**src/pasir_regs.svh**
```systemverilog
`ifndef PASIR_REGS_SVH
`define PASIR_REGS_SVH

// Register offsets on the management interface
`define PASIR_OFS_BASIC_STATUS   5'h01
`define PASIR_OFS_PARTNER_WORD   5'h05
`define PASIR_OFS_EXPANSION      5'h06
`define PASIR_OFS_NP_TRANSMIT    5'h07
`define PASIR_OFS_PHY_STATUS     5'h10
`define PASIR_OFS_IRQ_CONTROL    5'h11
`define PASIR_OFS_IRQ_STATUS     5'h12
`define PASIR_OFS_FC_COUNTER     5'h14
`define PASIR_OFS_RXERR_COUNTER  5'h15

// Field positions
`define PASIR_LP_ACK_BIT         14
`define PASIR_LP_MP_BIT          13
`define PASIR_LP_TOG_BIT         11
`define PASIR_NP_REQ_BIT         15
`define PASIR_NP_MP_BIT          13
`define PASIR_NP_COMPLY_ACKNOWLEDGE_BIT        12
`define PASIR_CODE_MSB           10
`define PASIR_FORCED_IRQ_TEST_BIT           2
`define PASIR_EVENT_IRQ_GLOBAL_ENABLE_BIT          1
`define PASIR_INTOE_BIT          0
`define PASIR_EVT_MSB            6

// Reset values
`define PASIR_NP_CODE_RST        11'h001
`define PASIR_NP_MP_RST          1'b1
`define PASIR_NP_REQ_RST         1'b0
`define PASIR_NP_COMPLY_ACKNOWLEDGE_RST        1'b0
`define PASIR_CTRL_RST           3'h0
`define PASIR_EVT_RST            7'h00

// Management frame figures
`define PASIR_PRE_LEN            6'd32
`define PASIR_OP_BITS            6'd2
`define PASIR_ADDR_BITS          6'd10
`define PASIR_TA_BITS            6'd2
`define PASIR_DATA_BITS          6'd16
`define PASIR_OP_READ            2'h2
`define PASIR_OP_WRITE           2'h1

`endif

```
**src/pasir_pkg.sv**
```systemverilog
package pasir_pkg;

  typedef enum logic [2:0] {
    PASIR_PRE,
    PASIR_START,
    PASIR_OPCODE,
    PASIR_ADDR,
    PASIR_TURN,
    PASIR_DATA
  } pasir_mdio_st_t;

  // Levels and pulses from the transceiver core, same clock
  typedef struct packed {
    logic        page_rx_pulse;
    logic [15:0] partner_word;
    logic        partner_ack;
    logic        tx_toggle_prev;
    logic        partner_negotiation_capable;
    logic        partner_next_page_capable;
    logic        parallel_detect_fault;
    logic        mdix_swapped;
    logic        rx_error_pulse;
    logic        false_carrier_pulse;
    logic        polarity_inverted;
    logic        signal_detect;
    logic        descrambler_lock;
    logic        remote_fault_pulse;
    logic        jabber;
    logic        autoneg_complete;
    logic        loopback;
    logic        full_duplex;
    logic        speed10;
    logic        link_valid;
    logic [6:0]  irq_events;
  } pasir_core_t;

  // Next page word and decoded partner page for the arbitration logic
  typedef struct packed {
    logic [15:0] np_tx_word;
    logic        partner_msg_page;
  } pasir_neg_t;

  typedef struct packed {
    pasir_mdio_st_t st;
    logic [5:0]     cnt;
    logic           is_read;
    logic [1:0]     op_sh;
    logic [9:0]     addr_sh;
    logic [15:0]    sh;
    logic [2:0]     mdc_s;
    logic [2:0]     mdio_s;
    logic [2:0]     pdn_s;
    logic           mdc_lvl;
    logic           mdio_lvl;
    logic           pdn_lvl;
    logic           mdio_o;
    logic           mdio_oe;
    logic [15:0]    lp_word;
    logic           page_rx;
    logic [10:0]    np_code;
    logic           np_req;
    logic           np_mp;
    logic           np_comply_acknowledge;
    logic           rx_err_l;
    logic           fc_l;
    logic           sd_l;
    logic           dl_l;
    logic           rfault;
    logic [6:0]     evt_st;
    logic [6:0]     evt_en;
    logic [2:0]     ctrl;
    logic           pend;
    logic           irq_o;
    logic           irq_oe;
    logic           pdn_req;
    pasir_neg_t     neg;
  } pasir_state_t;

endpackage

```
**src/pasir_top.sv**
```systemverilog
`timescale 1ns/1ps
`include "pasir_regs.svh"
// Contract
// [RULE1] Partner code is message page when bit13 set
// [RULE2] Received toggle reads inverse of previous transmit toggle
// [RULE3] Partner acknowledge only from negotiation, not writable
// [RULE4] Expansion reports capabilities, fault, local next-page one
// [RULE5] Page received sets, clears on expansion read
// [RULE6] Next page request, message, comply bits writable
// [RULE7] Comply acknowledge tells partner local ability
// [RULE8] Transmit toggle inverts previous exchanged toggle
// [RULE9] Transmit code resets to null message one
// [RULE10] Status swapped pairs follows crossover dynamically
// [RULE11] Receive error latch clears on counter read
// [RULE12] Polarity mirrors ten-meg status flag
// [RULE13] False carrier latch clears on counter read
// [RULE14] Signal detect and lock latch low
// [RULE15] Page received copy, cleared by expansion read
// [RULE16] Pending interrupt bit, cleared by status read
// [RULE17] Remote fault sets, clears on basic status read
// [RULE18] Jabber copy not cleared by status read
// [RULE19] Link copy not cleared by status read
// [RULE20] Complete, loopback, duplex, speed bits reported
// [RULE21] Test interrupt bit generates interrupts continuously
// [RULE22] Output enable selects interrupt or power-down pin
// [RULE23] Event status bits clear on their read
// [RULE24] Event interrupt needs global and own enable
module pasir_top
  import pasir_pkg::*;
#(
  parameter logic [4:0] PHY_ADDR = 5'h01
) (
  // Clock and reset
  input  wire logic        clk,
  input  wire logic        reset,
  // Management interface
  input  wire logic        mdc,
  input  wire logic        mdio_i,
  output logic             mdio_o,
  output logic             mdio_oe,
  // Shared power-down / interrupt pin
  input  wire logic        powerdown_irq_shared_pin_i,
  output logic             powerdown_irq_shared_pin_o,
  output logic             powerdown_irq_shared_pin_oe,
  output logic             powerdown_req,
  // Transceiver core
  input  wire pasir_core_t core,
  output pasir_neg_t       neg
);

  pasir_state_t s_reg;
  pasir_state_t s_next;

  // Filtered level: moves only when the second and third stages agree
  function automatic logic filt(input logic [2:0] sync, input logic lvl);
    filt = (sync[1] == sync[2]) ? sync[2] : lvl;
  endfunction

  function automatic logic [15:0] read_word(input logic [4:0] a, input pasir_state_t s,
                                            input pasir_core_t c);
    logic [15:0] w;
    w = 16'h0000;
    unique case (a)
      `PASIR_OFS_PARTNER_WORD: begin
        w = s.lp_word;
        w[`PASIR_LP_ACK_BIT] = c.partner_ack; // RULE3
      end
      `PASIR_OFS_EXPANSION: begin
        w = {11'h000, c.parallel_detect_fault, c.partner_next_page_capable, 1'b1, // RULE4
             s.page_rx, c.partner_negotiation_capable};
      end
      `PASIR_OFS_NP_TRANSMIT: begin
        w = s.neg.np_tx_word;
      end
      `PASIR_OFS_PHY_STATUS: begin
        w = {1'b0, c.mdix_swapped, s.rx_err_l, c.polarity_inverted, s.fc_l, // RULE10 RULE12
             s.sd_l, s.dl_l, s.page_rx, s.pend, s.rfault, c.jabber, // RULE15 RULE18
             c.autoneg_complete, c.loopback, c.full_duplex & c.link_valid, // RULE20
             c.speed10 & c.link_valid, c.link_valid}; // RULE19
      end
      `PASIR_OFS_IRQ_CONTROL: begin
        w = {13'h0000, s.ctrl};
      end
      `PASIR_OFS_IRQ_STATUS: begin
        w = {1'b0, s.evt_st, 1'b0, s.evt_en};
      end
      default: begin
        w = 16'h0000;
      end
    endcase
    read_word = w;
  endfunction

  always_comb begin
    logic        rise;
    logic        bit_in;
    logic        rd_stb;
    logic        wr_stb;
    logic [4:0]  reg_a;
    logic [15:0] wdata;
    logic        evt_irq;
    rise   = 1'b0;
    bit_in = 1'b0;
    rd_stb = 1'b0;
    wr_stb = 1'b0;
    reg_a  = s_reg.addr_sh[4:0];
    wdata  = s_reg.sh;
    evt_irq = 1'b0;
    s_next = s_reg;

    // Three-stage pin synchronisers
    s_next.mdc_s  = {s_reg.mdc_s[1:0], mdc};
    s_next.mdio_s = {s_reg.mdio_s[1:0], mdio_i};
    s_next.pdn_s  = {s_reg.pdn_s[1:0], powerdown_irq_shared_pin_i};
    s_next.mdc_lvl  = filt(s_reg.mdc_s, s_reg.mdc_lvl);
    s_next.mdio_lvl = filt(s_reg.mdio_s, s_reg.mdio_lvl);
    s_next.pdn_lvl  = filt(s_reg.pdn_s, s_reg.pdn_lvl);
    rise   = s_next.mdc_lvl & ~s_reg.mdc_lvl;
    bit_in = s_reg.mdio_lvl;

    // Management frame engine, advancing on each management clock rise
    if (rise) begin
      unique case (s_reg.st)
        PASIR_PRE: begin
          if (bit_in) begin
            if (s_reg.cnt != `PASIR_PRE_LEN) begin
              s_next.cnt = s_reg.cnt + 6'd1;
            end
          end else if (s_reg.cnt == `PASIR_PRE_LEN) begin
            s_next.st  = PASIR_START;
            s_next.cnt = 6'd0;
          end else begin
            s_next.cnt = 6'd0;
          end
        end
        PASIR_START: begin
          s_next.cnt = 6'd0;
          s_next.st  = bit_in ? PASIR_OPCODE : PASIR_PRE;
        end
        PASIR_OPCODE: begin
          s_next.op_sh = {s_reg.op_sh[0], bit_in};
          s_next.cnt   = s_reg.cnt + 6'd1;
          if (s_reg.cnt + 6'd1 == `PASIR_OP_BITS) begin
            s_next.cnt = 6'd0;
            if ({s_reg.op_sh[0], bit_in} == `PASIR_OP_READ) begin
              s_next.is_read = 1'b1;
              s_next.st      = PASIR_ADDR;
            end else if ({s_reg.op_sh[0], bit_in} == `PASIR_OP_WRITE) begin
              s_next.is_read = 1'b0;
              s_next.st      = PASIR_ADDR;
            end else begin
              s_next.st = PASIR_PRE;
            end
          end
        end
        PASIR_ADDR: begin
          s_next.addr_sh = {s_reg.addr_sh[8:0], bit_in};
          s_next.cnt     = s_reg.cnt + 6'd1;
          if (s_reg.cnt + 6'd1 == `PASIR_ADDR_BITS) begin
            s_next.cnt = 6'd0;
            // Frames for another station are dropped; resync on next preamble
            if (s_reg.addr_sh[8:4] != PHY_ADDR) begin
              s_next.st = PASIR_PRE;
            end else begin
              s_next.st = PASIR_TURN;
              if (s_reg.is_read) begin
                rd_stb    = 1'b1;
                reg_a     = {s_reg.addr_sh[3:0], bit_in};
                s_next.sh = read_word(reg_a, s_reg, core);
              end
            end
          end
        end
        PASIR_TURN: begin
          s_next.cnt = s_reg.cnt + 6'd1;
          if (s_reg.is_read) begin
            s_next.mdio_oe = 1'b1;
            s_next.mdio_o  = 1'b0;
          end
          if (s_reg.cnt + 6'd1 == `PASIR_TA_BITS) begin
            s_next.cnt = 6'd0;
            s_next.st  = PASIR_DATA;
            if (s_reg.is_read) begin
              s_next.mdio_o = s_reg.sh[15];
              s_next.sh     = {s_reg.sh[14:0], 1'b0};
            end
          end
        end
        PASIR_DATA: begin
          s_next.cnt = s_reg.cnt + 6'd1;
          if (s_reg.is_read) begin
            s_next.mdio_o = s_reg.sh[15];
            s_next.sh     = {s_reg.sh[14:0], 1'b0};
          end else begin
            s_next.sh = {s_reg.sh[14:0], bit_in};
          end
          if (s_reg.cnt + 6'd1 == `PASIR_DATA_BITS) begin
            s_next.cnt     = 6'd0;
            s_next.st      = PASIR_PRE;
            s_next.mdio_oe = 1'b0;
            s_next.mdio_o  = 1'b0;
            if (!s_reg.is_read) begin
              wr_stb = 1'b1;
              wdata  = {s_reg.sh[14:0], bit_in};
            end
          end
        end
      endcase
    end

    // Register writes; read-only fields ignore them
    if (wr_stb) begin
      unique case (reg_a)
        `PASIR_OFS_NP_TRANSMIT: begin
          s_next.np_req  = wdata[`PASIR_NP_REQ_BIT]; // RULE6
          s_next.np_mp   = wdata[`PASIR_NP_MP_BIT]; // RULE6
          s_next.np_comply_acknowledge = wdata[`PASIR_NP_COMPLY_ACKNOWLEDGE_BIT]; // RULE6
          s_next.np_code = wdata[`PASIR_CODE_MSB:0];
        end
        `PASIR_OFS_IRQ_CONTROL: begin
          s_next.ctrl = wdata[`PASIR_FORCED_IRQ_TEST_BIT:0];
        end
        `PASIR_OFS_IRQ_STATUS: begin
          s_next.evt_en = wdata[`PASIR_EVT_MSB:0];
        end
        default: begin
        end
      endcase
    end

    // Partner page captured on arrival; toggle shown inverted from our last one
    if (core.page_rx_pulse) begin
      s_next.lp_word = core.partner_word;
      s_next.lp_word[`PASIR_LP_TOG_BIT] = ~core.tx_toggle_prev; // RULE2
    end

    // Sticky flags: a new event wins over a clear in the same cycle
    s_next.page_rx = core.page_rx_pulse |
                     (s_reg.page_rx & ~(rd_stb && reg_a == `PASIR_OFS_EXPANSION)); // RULE5 RULE15
    s_next.rx_err_l = core.rx_error_pulse |
                      (s_reg.rx_err_l & ~(rd_stb && reg_a == `PASIR_OFS_RXERR_COUNTER)); // RULE11
    s_next.fc_l = core.false_carrier_pulse |
                  (s_reg.fc_l & ~(rd_stb && reg_a == `PASIR_OFS_FC_COUNTER)); // RULE13
    s_next.rfault = core.remote_fault_pulse |
                    (s_reg.rfault & ~(rd_stb && reg_a == `PASIR_OFS_BASIC_STATUS)); // RULE17

    // Latch-low: a drop holds until the status word is read
    if (rd_stb && reg_a == `PASIR_OFS_PHY_STATUS) begin
      s_next.sd_l = core.signal_detect; // RULE14
      s_next.dl_l = core.descrambler_lock; // RULE14
    end else begin
      s_next.sd_l = s_reg.sd_l & core.signal_detect; // RULE14
      s_next.dl_l = s_reg.dl_l & core.descrambler_lock; // RULE14
    end

    // Event status sets regardless of enables
    evt_irq = s_reg.ctrl[`PASIR_EVENT_IRQ_GLOBAL_ENABLE_BIT] & |(core.irq_events & s_reg.evt_en); // RULE24
    if (rd_stb && reg_a == `PASIR_OFS_IRQ_STATUS) begin
      s_next.evt_st = core.irq_events; // RULE23
      s_next.pend   = evt_irq | s_reg.ctrl[`PASIR_FORCED_IRQ_TEST_BIT]; // RULE16
    end else begin
      s_next.evt_st = s_reg.evt_st | core.irq_events;
      s_next.pend   = s_reg.pend | evt_irq | s_reg.ctrl[`PASIR_FORCED_IRQ_TEST_BIT]; // RULE21
    end

    // Shared pin: interrupt output low-active, or power-down input low-active
    s_next.irq_oe  = s_reg.ctrl[`PASIR_INTOE_BIT]; // RULE22
    s_next.irq_o   = ~s_reg.pend;
    s_next.pdn_req = ~s_reg.ctrl[`PASIR_INTOE_BIT] & ~s_reg.pdn_lvl; // RULE22

    // Word handed to the arbitration for transmission
    s_next.neg.np_tx_word = {s_reg.np_req, 1'b0, s_reg.np_mp, s_reg.np_comply_acknowledge, // RULE7
                             ~core.tx_toggle_prev, s_reg.np_code}; // RULE8
    s_next.neg.partner_msg_page = s_reg.lp_word[`PASIR_LP_MP_BIT]; // RULE1
  end

  always_ff @(posedge clk) begin
    if (reset) begin
      s_reg         <= '0;
      s_reg.st      <= PASIR_PRE;
      s_reg.np_code <= `PASIR_NP_CODE_RST; // RULE9
      s_reg.np_mp   <= `PASIR_NP_MP_RST;
      s_reg.np_req  <= `PASIR_NP_REQ_RST;
      s_reg.np_comply_acknowledge <= `PASIR_NP_COMPLY_ACKNOWLEDGE_RST;
      s_reg.ctrl    <= `PASIR_CTRL_RST;
      s_reg.evt_en  <= `PASIR_EVT_RST;
      s_reg.irq_o   <= 1'b1;
    end else begin
      s_reg <= s_next;
    end
  end

  assign mdio_o                      = s_reg.mdio_o;
  assign mdio_oe                     = s_reg.mdio_oe;
  assign powerdown_irq_shared_pin_o  = s_reg.irq_o;
  assign powerdown_irq_shared_pin_oe = s_reg.irq_oe;
  assign powerdown_req               = s_reg.pdn_req;
  assign neg                         = s_reg.neg;

endmodule // pasir_top

```
**config.mk**
```make
export PLATFORM = sky130hd
export DESIGN_NAME = pasir_top
export DESIGN_NICKNAME = d
export VERILOG_FILES = /design/src/pasir_pkg.sv /design/src/pasir_top.sv
export VERILOG_INCLUDE_DIRS = /design/src
export SDC_FILE = /design/constraint.sdc
export NUM_CORES = 1
export LEC_CHECK = 0
export ABC_CLOCK_PERIOD_IN_PS = 3500
export BUFFER_PORTS_ARGS = -buffer_cell sky130_fd_sc_hd__buf_2
export CAP_MARGIN = 20
export CORE_MARGIN = 10
export CORE_UTILIZATION = 38
export DETAILED_ROUTE_END_ITERATION = 10
export PLACE_DENSITY_LB_ADDON = 0.08
export SYNTH_ARGS = -nofsm -noshare
export SYNTH_HDL_FRONTEND = slang
export SYNTH_SLANG_ARGS = --single-unit
```
**constraint.sdc**
```tcl
create_clock -name clk -period 3.5 [get_ports clk]
set_clock_uncertainty 0.15 [all_clocks]
set_input_delay 0.35 -clock clk [delete_from_list [all_inputs] [get_ports clk]]
set_output_delay 0.35 -clock clk [all_outputs]
set_load 0.01 [all_outputs]
```
# Yosys cells after proc, flatten, opt, wreduce, memory -nomap -nowiden
# Cells that the tools add are included.
[classes]
add_sub_neg = 1
n_eq_ne = 41
n_mux = 51
bitwise = 29
reduce_logical = 22
[op_table]
columns = ["op", "count"]
rows = [
  ["two-way mux 16 bit", 9],
  ["one-hot mux 16 bit (6 select lines)", 1],
  ["one-hot mux 9 bit (6 select lines)", 1],
  ["one-hot mux 16 bit (3 select lines)", 1],
  ["== test 5 bit, second input constant", 8],
  ["two-way mux 9 bit", 3],
  ["== test 5 x 3 -> 1 bit, second input constant", 5],
  ["two-way mux 5 bit", 5],
  ["inequality test 2 bit, second input constant", 9],
  ["two-way mux 1 bit", 17],
  ["AND reduction 7 bit", 2],
  ["two-way mux 3 bit", 4],
  ["two-way mux 6 bit", 2],
  ["AND reduction 2 bit", 6],
  ["AND 1 bit", 11],
  ["two-way mux 10 bit", 1],
  ["two-way mux 2 bit", 5],
  ["NOT 1 bit", 9],
  ["AND reduction 4 bit", 2],
  ["AND 7 bit", 1],
  ["two-way mux 7 bit", 1],
  ["bitwise OR 1 bit", 7],
  ["bitwise OR 7 bit", 1],
  ["OR reduction 7 bit", 1],
  ["21 further kinds", 32],
]
[totals]
register_bits = 126
input_bits = 47
out_inout_bits = 22
wordCells = 179

# Depth between registers and ports, before layout
# Gate-level depths: netlist (run 1).
[logic_depth]
word_depth = 10
mapped_depth = 11
depth_no_buf = 8

# Worst setup path after synthesis (run 1)
# OpenSTA, ideal clock, no wires.
[synth_timing]
kind = "register -> register"
from = "reg s_reg[117] (netlist bit)"
to = "reg s_reg (netlist bit s_next[10])"
setup_ns = 0.123
arrival_ns = 2.324
setup_slack_ns = 0.903
stages_incl_launch_ff = 10
synth_period_minus_slack_ns = 2.597
cell_sequence = "dfxtp_1 ha_1 or4b_1 o41ai_2 and3_1 buf_6 nand3_2 a21oi_2 buf_6 mux2_1"
[synth_between]
elab_chain_cells = 7
elab_cells_between_ends = 14
cone_classes = "add/sub (1); eq/ne (3); mux (9); reduce/logical (1)"
[synth_lines]
columns = ["item", "line_no", "source"]
rows = [
  ["start, declared", "pasir_top.sv:51", "pasir_state_t s_reg;"],
  ["start signal, assigned", "pasir_top.sv:289", "s_reg <= s_next;"],
  ["adder 6 x 1 -> 6 bit (*)", "pasir_top.sv:159, pasir_top.sv:197", ""],
  ["== test 6 x 4 -> 1 bit (no source line)", "--", ""],
  ["two-way mux 5 bit", "pasir_top.sv:159", "if (s_reg.cnt + 6'd1 == `PASIR_ADDR_BITS) begin"],
  ["two-way mux 5 bit", "pasir_top.sv:123", "unique case (s_reg.st)"],
  ["two-way mux 5 bit", "pasir_top.sv:122", "if (rise) begin"],
  ["== test 5 x 3 -> 1 bit", "pasir_top.sv:213", "unique case (reg_a)"],
  ["AND reduction 2 bit (no source line)", "--", ""],
]
# Mark *: on every way between the ends. The rest lies on a longest branch, timed or not.
# A chain may end at the register's enable or synchronous reset.

# Worst setup path after layout (run 1)
[layout_timing]
from = "reg s_reg[117] (netlist bit)"
to = "reg s_reg[95] (netlist bit)"
[layout_between]
elab_chain_cells = 4
elab_cells_between_ends = 6
cone_classes = "add/sub (1); eq/ne (4); reduce/logical (1)"
[layout_lines]
columns = ["item", "line_no"]
rows = [
  ["adder 6 x 1 -> 6 bit (*)", "pasir_top.sv:159, pasir_top.sv:180"],
  ["== test 6 x 4 -> 1 bit (no source line) or == test 6 x 2 -> 1 bit (tied branches)", "--"],
  ["inequality test 2 bit (no source line)", "--"],
  ["AND reduction 7 bit (no source line) (*)", "--"],
]
# Marked as above.

==> results.yml, run 1 <==
synthesis:
  yosysWarnings: 0
  avgSynthCellArea_sq_um: 8.660
  synth_cells: 651
  syn_nets: 702
  synth_cell_types: 61
  synth-main-ff-cell: "dfxtp_1"
  synth_edf_count: 0
  ys_seq_area_share_pct: 43.32
  netlist_area_sq_um: 5638
  synthArstFlopShare_pct: 0
  ys_seq_elements: 122
critical_path:
  cp.arrival_ps: 3220
  cp_slowest_cell: "and2_1"
  crit_chain: "ha_1, nand2_1, o41ai_2, nand4_2, o22ai_1, and2_1, a311oi_1"
  max_stage_delay_ps: 620
  criticalPathCategory: "flip-flop to flip-flop"
  crit_fanout: 16
  worst_ep_required_time_ps: 3620
  crit_path_start_kind: "flip-flop"
  endpoint_kind: "flip-flop"
timing:
  setup_tns_ps: 0
  finalSetupViolCount: 0
  worstMarginPinSlew_ps: 755.0
  rsz0062_at_grt: "false"
  max_freq_ghz: 0.3220
  slew_viol_final: 0
  slew_headroom_pct: 49.60
  period_share_pct: 88.73
  period_minus_slack_ps: 3106
  hold_violations: 0
hold_path:
  worstHoldPathType: "input port to flip-flop"
die:
  rows: 44
  die_height_um: 141.8
  start_util_pct: 38.79
  core_sq_um: 14530
  dieWidth_um: 141.8
  die-area_sq_um: 20110
  io_pins: 69
cells_and_area:
  final_common_cell: "dfxtp_1"
  antenna_cells: 0
  layout_common_cells: "dfxtp_1, a21oi_1, buf_2, nand2_1, nor2_1"
  drive_gt1_share_pct: 18.87
  fin_cells: 889
  largest_reg_flops: 79
  final_nets: 744
  area_growth_pct: 17.13
power:
  power.density_nw_per_um2: 483.8
  worst_ir_drop_vdd_mv: 0.3412
  power.leakage_nw: 2.503
global_route:
  grt_pass1_wl_mm: 25.33
  grt_use_met2_pct: 25.18
  use_met1_pct: 19.67
  grt.overflow.total: 0
  grt_util_all_layers_pct: 15.99
  grt_max_degree: 55
  grt.busiest_layer: "met2"
  grtUsageMet3_pct: 4.806
  grt_pass1_vias: 4812
  antenna_found_initial: 0
drt:
  first_pass_iters: 5
  drt_first_iter_violations: 375
  drc: 0
  ant_nets: 0
  num_vias: 4797
  totalWireLength_mm: 15.89
  wire_per_inst_um: 17.87
  vias_per_cell: 5.396
clock_network:
  insertion_delay_ps: 420
  cts_made_buffers: 17
  cts_tree: "done"
  cts_max_level: 4
  cts.sinks: 122
  cts_max_path_buffers: 2
  clk_pin_slew_worst_paths_ps: 60
  post-cts-setup-buffers: 0
  clock-root-buffer: "clkbuf_16"
outcome:
  status: "finished, final reports clean"
job:
  drv_cap: 0
place:
  place_inst: 852
  io_buffers: 65
  dp_hpwl_mm: 11.15
  place_congestion: 0.8101
[metal layers]
metal | up-vias | share of wire (%) | routed length, um
met5 | - | 0 | 0
met4 | 0 | 2.4 | 375
met3 | 22 | 4.6 | 729
met2 | 103 | 48 | 7617
met1 | 2278 | 45 | 7164
li1 | 2394 | - | -
[Yosys cell counts, types with 3 or more instances]
master,instances,area [sq um]
nor3_1,12,60.06
and2_1,5,31.28
buf_6,3,33.78
o211a_1,3,30.03
buf_2,10,50.05
mux2i_1,30,300.3
nor2_1,55,206.5
dfxtp_1,122,2442
mux2_1,5,56.30
a21o_1,3,22.52
o21ai_0,12,60.06
nand2_1,63,236.5
a22oi_1,28,210.2
nand3b_1,3,22.52
buf_4,17,127.6
nand2b_1,6,37.54
ha_1,4,50.05
nand4_1,4,25.02
mux2_2,7,78.83
a222oi_1,4,40.04
clkbuf_1,32,120.1
or3_1,3,18.77
a21oi_1,77,385.4
nor2b_1,36,225.2
a221oi_1,4,35.03
and3b_1,3,26.28
a211oi_1,20,150.1
inv_1,18,67.56
o22ai_1,3,18.77
nand3_1,16,80.08
o31ai_1,3,22.52
[path summary, 6_finish.rpt]
kind | to | start | cells past startpoint | slack, ps
max | s_reg[95] | s_reg[117] | 7 | 390
min | s_reg[31] | core[0] | 3 | 10
max reg2reg | s_reg[95] | s_reg[117] | 7 | 390
min reg2reg | powerdown_irq_shared_pin_o | s_reg[20] | 1 | 260
[kinds of logic after synthesis]
kind of cell / share of synthesized area (%)
AOI/OAI and AO/OA: 20.64
and+or+nand+nor: 19.64
adders and majority gates: 0.8877
DFF: 43.32
xor gates and xnor gates: 0.3108
muxes: 7.989
buffers and inverters: 7.146
other: 0.06651
[where the power goes]
group | switching [mW] | internal [mW]
Clock | 0.633 | 1.03
Sequential | 0.0166 | 1.42
Combinational | 0.0565 | 0.0457
[layout make-up]
cell class,count,area (sq um)
fillers,1461,7930
multi-input cells,448,2798
flip-flops and latches,122,2442
repair buffers,86,500.5
clock buffers,21,470.5
well taps,184,230.2
clock inverters,10,95.09
inverters,18,67.56
[per-stage QoR]
| step | setup WS [ps] | cell area (sq um) | hold WS (ps) | total power, mW | utilization [%] |
|---|---|---|---|---|---|
| after global placement | 524.4 | 5978 | 260.8 | 1.558 | 41.13 |
| final | 394.4 | 6604 | 10.63 | 3.195 | 45.44 |
| after CTS | 448.9 | 6604 | 0.2662 | 3.235 | 45.44 |
| after global routing | 184.9 | 6604 | 5.863 | 3.315 | 45.44 |
| after detailed placement | 463.0 | 5978 | 251.9 | 1.561 | 41.13 |
| after floorplan | 903.1 | 5638 | 220.8 | 1.514 | - |
[critical path, delay by kind of cell (launching register included)]
kind	cells	cell delay (ps)
compound gates	3	1070
simple gates	3	1020
flops	1	440
fa+ha+maj	1	270
[repair_timing]
action / 4_1_cts / 5_1_grt
hold buffers: 6 / 0
hold endpoints to repair: 7 / 0
gates resized for setup: 0 / 0
(Power assumes the default switching activity.)
==> inputs of run 2 (changes only) <==
Settings changed: RECOVER_POWER set to 100.
==> results.yml, run 2 (synthesis gave the netlist of run 1 again) <==
clock_network:
  post_cts_resized: 0
  clk_pin_slew_worst_paths_ps: 60
  cts_max_level: 4
  cts.sinks: 122
  cts_tree: "done"
  insertion_delay_ps: 420
  cts_made_buffers: 17
  cts_max_path_buffers: 2
  post-cts-setup-buffers: 0
  clock-root-buffer: "clkbuf_16"
global_route:
  grt_pass1_vias: 4812
  grt_max_degree: 55
  grt_util_all_layers_pct: 15.99
  grt.overflow.total: 0
  grt_pass1_wl_mm: 25.33
  antenna_found_initial: 0
cells_and_area:
  n_fill_cell: 1477
  area_growth_pct: 16.05
  drive_gt1_share_pct: 14.75
  final_nets: 744
  largest_reg_flops: 79
  layout_common_cells: "dfxtp_1, a21oi_1, nand2_1, nor2_1, buf_2"
  antenna_cells: 0
  final_common_cell: "dfxtp_1"
  fin_area_sq_um: 6543
timing:
  setup_tns_ps: 0
  max_freq_ghz: 0.3190
  slew_viol_final: 53
  hold_slack_ps: 11.06
  worstMarginPinSlew_ps: 2371
  rsz0062_at_grt: "false"
  period_share_pct: 89.57
  period_minus_slack_ps: 3135
  finalSetupViolCount: 0
  slew_headroom_pct: -58.07
  hold_violations: 0
power:
  worst_ir_drop_vdd_mv: 0.3415
  power.leakage_nw: 2.398
  power.density_nw_per_um2: 488.3
  total_power_mw: 3.195
drt:
  vias_per_cell: 5.474
  ant_nets: 0
  totalWireLength_mm: 15.94
  top_layer: "met4"
  wirelength_met1_mm: 7.138
  drt_first_iter_violations: 338
  wire_per_inst_um: 17.93
  wl_met2_mm: 7.654
  drc: 0
  num_vias: 4866
  met3_length_um: 772
  first_pass_iters: 5
critical_path:
  endpoint_kind: "flip-flop"
  reg2regPathDepth: 7
  crit_path_start_kind: "flip-flop"
  reg2reg_from: "s_reg[117]"
  crit_path_start: "s_reg[117]"
  r2r_slack_ps: 370
  endpoint: "s_reg[89]"
  worst_ep_required_time_ps: 3540
  crit_fanout: 16
  cp.arrival_ps: 3180
  criticalPathCategory: "flip-flop to flip-flop"
  rr_endpoint: "s_reg[89]"
die:
  core_sq_um: 14530
  die-area_sq_um: 20110
  die_height_um: 141.8
  dieWidth_um: 141.8
  io_pins: 69
  rows: 44
  start_util_pct: 38.79
place:
  dpl_cell_area_sq_um: 5978
  place_congestion: 0.8101
  io_buffers: 65
  dp_hpwl_mm: 11.15
job:
  drv_cap: 1
outcome:
  violations: "max-capacitance violations, max-slew violations"
  status: "complete, but fails checks"
hold_path:
  worstHoldPathType: "input port to flip-flop"
[run 2: repair_timing]
item / in CTS / in global routing
endpoints found under the setup margin: 0 / 0
hold buffers: 6 / 0
hold endpoints to repair: 7 / 0
[run 2: routing by layer]
metal  track usage [%]  vias to the layer above
li1                  -                     2395
met5                 0                        -
met4             7.154                        0
met2             25.18                      114
met3             4.806                       24
met1             19.67                     2333
[run 2: metrics by stage]
stage,instances,util [%],setup slack (ps)
final,889,45.02,365.1
after global routing,889,45.02,122.9
after CTS,889,45.44,448.9
after detailed placement,852,41.13,463.0
after global placement,852,41.13,524.4
after floorplan,651,-,903.1
[run 2: worst max-delay path: stages (launching register included)]
cell	delay [ps]
dfxtp_1	430
ha_1	270
nand2_1	120
o41ai_2	520
nand4_2	270
o22ai_1	380
and2_1	610
a211oi_1	150
[run 2: power by group]
group | leakage [nW] | total, mW | switching [mW] | internal [mW]
Sequential | 0.992 | 1.43 | 0.0166 | 1.42
Clock | 0.275 | 1.66 | 0.634 | 1.03
Combinational | 1.13 | 0.101 | 0.0565 | 0.0447
Total | 2.40 | 3.19 | 0.707 | 2.49
[run 2: final cells by class]
cell class	count	area, sq um	area share, %
Inverter	18	67.56	1.033
Timing Repair Buffer	86	456.7	6.980
Clock buffer	21	470.5	7.191
Clock inverter	10	95.09	1.453
Sequential cell	122	2442	37.33
Tap cell	184	230.2	3.519
Multi-Input combinational cell	448	2780	42.49
[run 2: how the worst min path moves through the flow]
stage	from	end	slack [ps]	depth (start not counted)
after floorplan	s_reg[20]	powerdown_irq_shared_pin_o	220	1
after CTS	core[38]	s_next[0]	0.3	3
final	core[0]	s_reg[31]	10	3
after detailed placement	s_reg[20]	powerdown_irq_shared_pin_o	250	1
after global routing	mdc	s_next[86]	6	2
after global placement	s_reg[20]	powerdown_irq_shared_pin_o	260	1
==> inputs of run 3 (changes only) <==
Settings changed: BUFFER_PORTS_ARGS -buffer_cell sky130_fd_sc_hd__buf_2 to -buffer_cell sky130_fd_sc_hd__clkbuf_2.
==> results.yml, run 3 (synthesis gave the netlist of run 1 again) <==
outcome:
  status: "complete, but fails checks"
  violations: "max-capacitance violations, max-slew violations"
timing:
  slew_headroom_pct: -28.66
  setup_tns_ps: 0
  rsz0062_at_grt: "false"
  hold_violations: 0
  period_minus_slack_ps: 3169
  worstMarginPinSlew_ps: 1930
  max_freq_ghz: 0.3156
  finalSetupViolCount: 0
  period_share_pct: 90.54
  slew_viol_final: 94
clock_network:
  clk_pin_slew_worst_paths_ps: 60
  cts_max_path_buffers: 2
  cts_tree: "done"
  insertion_delay_ps: 420
  post_cts_resized: 0
  cts.sinks: 122
  cts_made_buffers: 17
  cts_max_level: 4
  clock-root-buffer: "clkbuf_16"
place:
  dp_hpwl_mm: 11.18
  place_inst: 851
  io_buffers: 65
  place_congestion: 0.8048
cells_and_area:
  antenna_cells: 0
  seq_area_sq_um: 2442
  layout_common_cells: "dfxtp_1, a21oi_1, nand2_1, nor2_1, clkbuf_2"
  drive_gt1_share_pct: 15.34
  n_fill_cell: 1519
  fin_cells: 888
  area_growth_pct: 16.82
  final_common_cell: "dfxtp_1"
  final_nets: 742
  multi_input_area_sq_um: 2784
  largest_reg_flops: 79
die:
  die-area_sq_um: 20110
  die_height_um: 141.8
  start_util_pct: 38.79
  core_sq_um: 14530
  rows: 44
  io_pins: 69
  dieWidth_um: 141.8
global_route:
  grt_max_degree: 94
  grt_pass1_wl_mm: 25.91
  grt.overflow.total: 0
  grt_util_all_layers_pct: 16.27
  antenna_found_initial: 0
  grt_pass1_vias: 4959
critical_path:
  cp.arrival_ps: 3230
  crit_fanout: 16
  endpoint_kind: "flip-flop"
  crit_path_start_kind: "flip-flop"
  criticalPathCategory: "flip-flop to flip-flop"
  worst_ep_required_time_ps: 3560
drt:
  totalWireLength_mm: 16.06
  drt_first_iter_violations: 281
  wl_met2_mm: 7.812
  vias_per_cell: 5.470
  met3_length_um: 780
  first_pass_iters: 6
  drc: 0
  wire_per_inst_um: 18.08
  ant_nets: 0
  top_layer: "met4"
  wirelength_met1_mm: 7.200
  num_vias: 4857
job:
  drv_cap: 1
power:
  worst_ir_drop_vdd_mv: 0.3190
  total_power_mw: 3.355
  power.density_nw_per_um2: 509.4
  power.leakage_nw: 2.433
hold_path:
  worstHoldPathType: "input port to flip-flop"
## run 3: changes by cell type in the layout (fill, tap and decap cells not counted), sizes merged
cell         change
clkbuf          +38
clkinvlp         -1
dlygate4sd3      -1
inv              +4
bufinv           +2
buf             -43
## run 3: what timing repair did
item,CTS,global route
hold endpoints to repair,6,0
buffers inserted,0,0
hold buffers,5,0
## run 3: worst paths after layout
path,from,endpoint,slack [ps],cells after the start
max,s_reg[117],s_reg[95],330,7
max reg2reg,s_reg[117],s_reg[95],330,7
min,core[13],s_reg[38],10,3
min reg2reg,s_reg[20],powerdown_irq_shared_pin_o,270,1
## run 3: report_power, final
part	leakage [nW]	switching (mW)	total (mW)	internal [mW]
Combinational	1.14	0.0557	0.0993	0.0436
Sequential	0.992	0.0166	1.43	1.42
Clock	0.300	0.688	1.82	1.14
## run 3: routing by layer
metal | vias up | track usage (%)
li1 | 2387 | -
met1 | 2341 | 19.77
met2 | 110 | 26.53
met3 | 19 | 4.907
met4 | 0 | 5.917
met5 | - | 0
## run 3: per-stage QoR
step	hold WS [ps]	utilization [%]	area, sq um	setup slack (ps)
floorplan	220.8	-	5638	903.1
global placement	260.5	41.17	5983	536.4
detailed placement	254.4	41.17	5983	433.4
CTS	2.700	45.76	6651	422.0
global route	15.42	45.32	6586	81.65
finish	13.31	45.32	6586	331.2
## run 3: cell type report
class                   count  area share (%)
flip-flops and latches    122           37.08
multi-input cells         448           42.27
clock inverters            15           2.926
inverters                  18           1.026
repair buffers             84           6.744
clock buffers              17           6.459
well taps                 184           3.495
## run 3: critical path, cell delays in order (launching register included)
cell	delay [ps]
dfxtp_1	440
ha_1	270
nand2_1	110
o41ai_2	540
nand4_2	270
o22ai_1	360
and2_1	630
a311oi_1	180
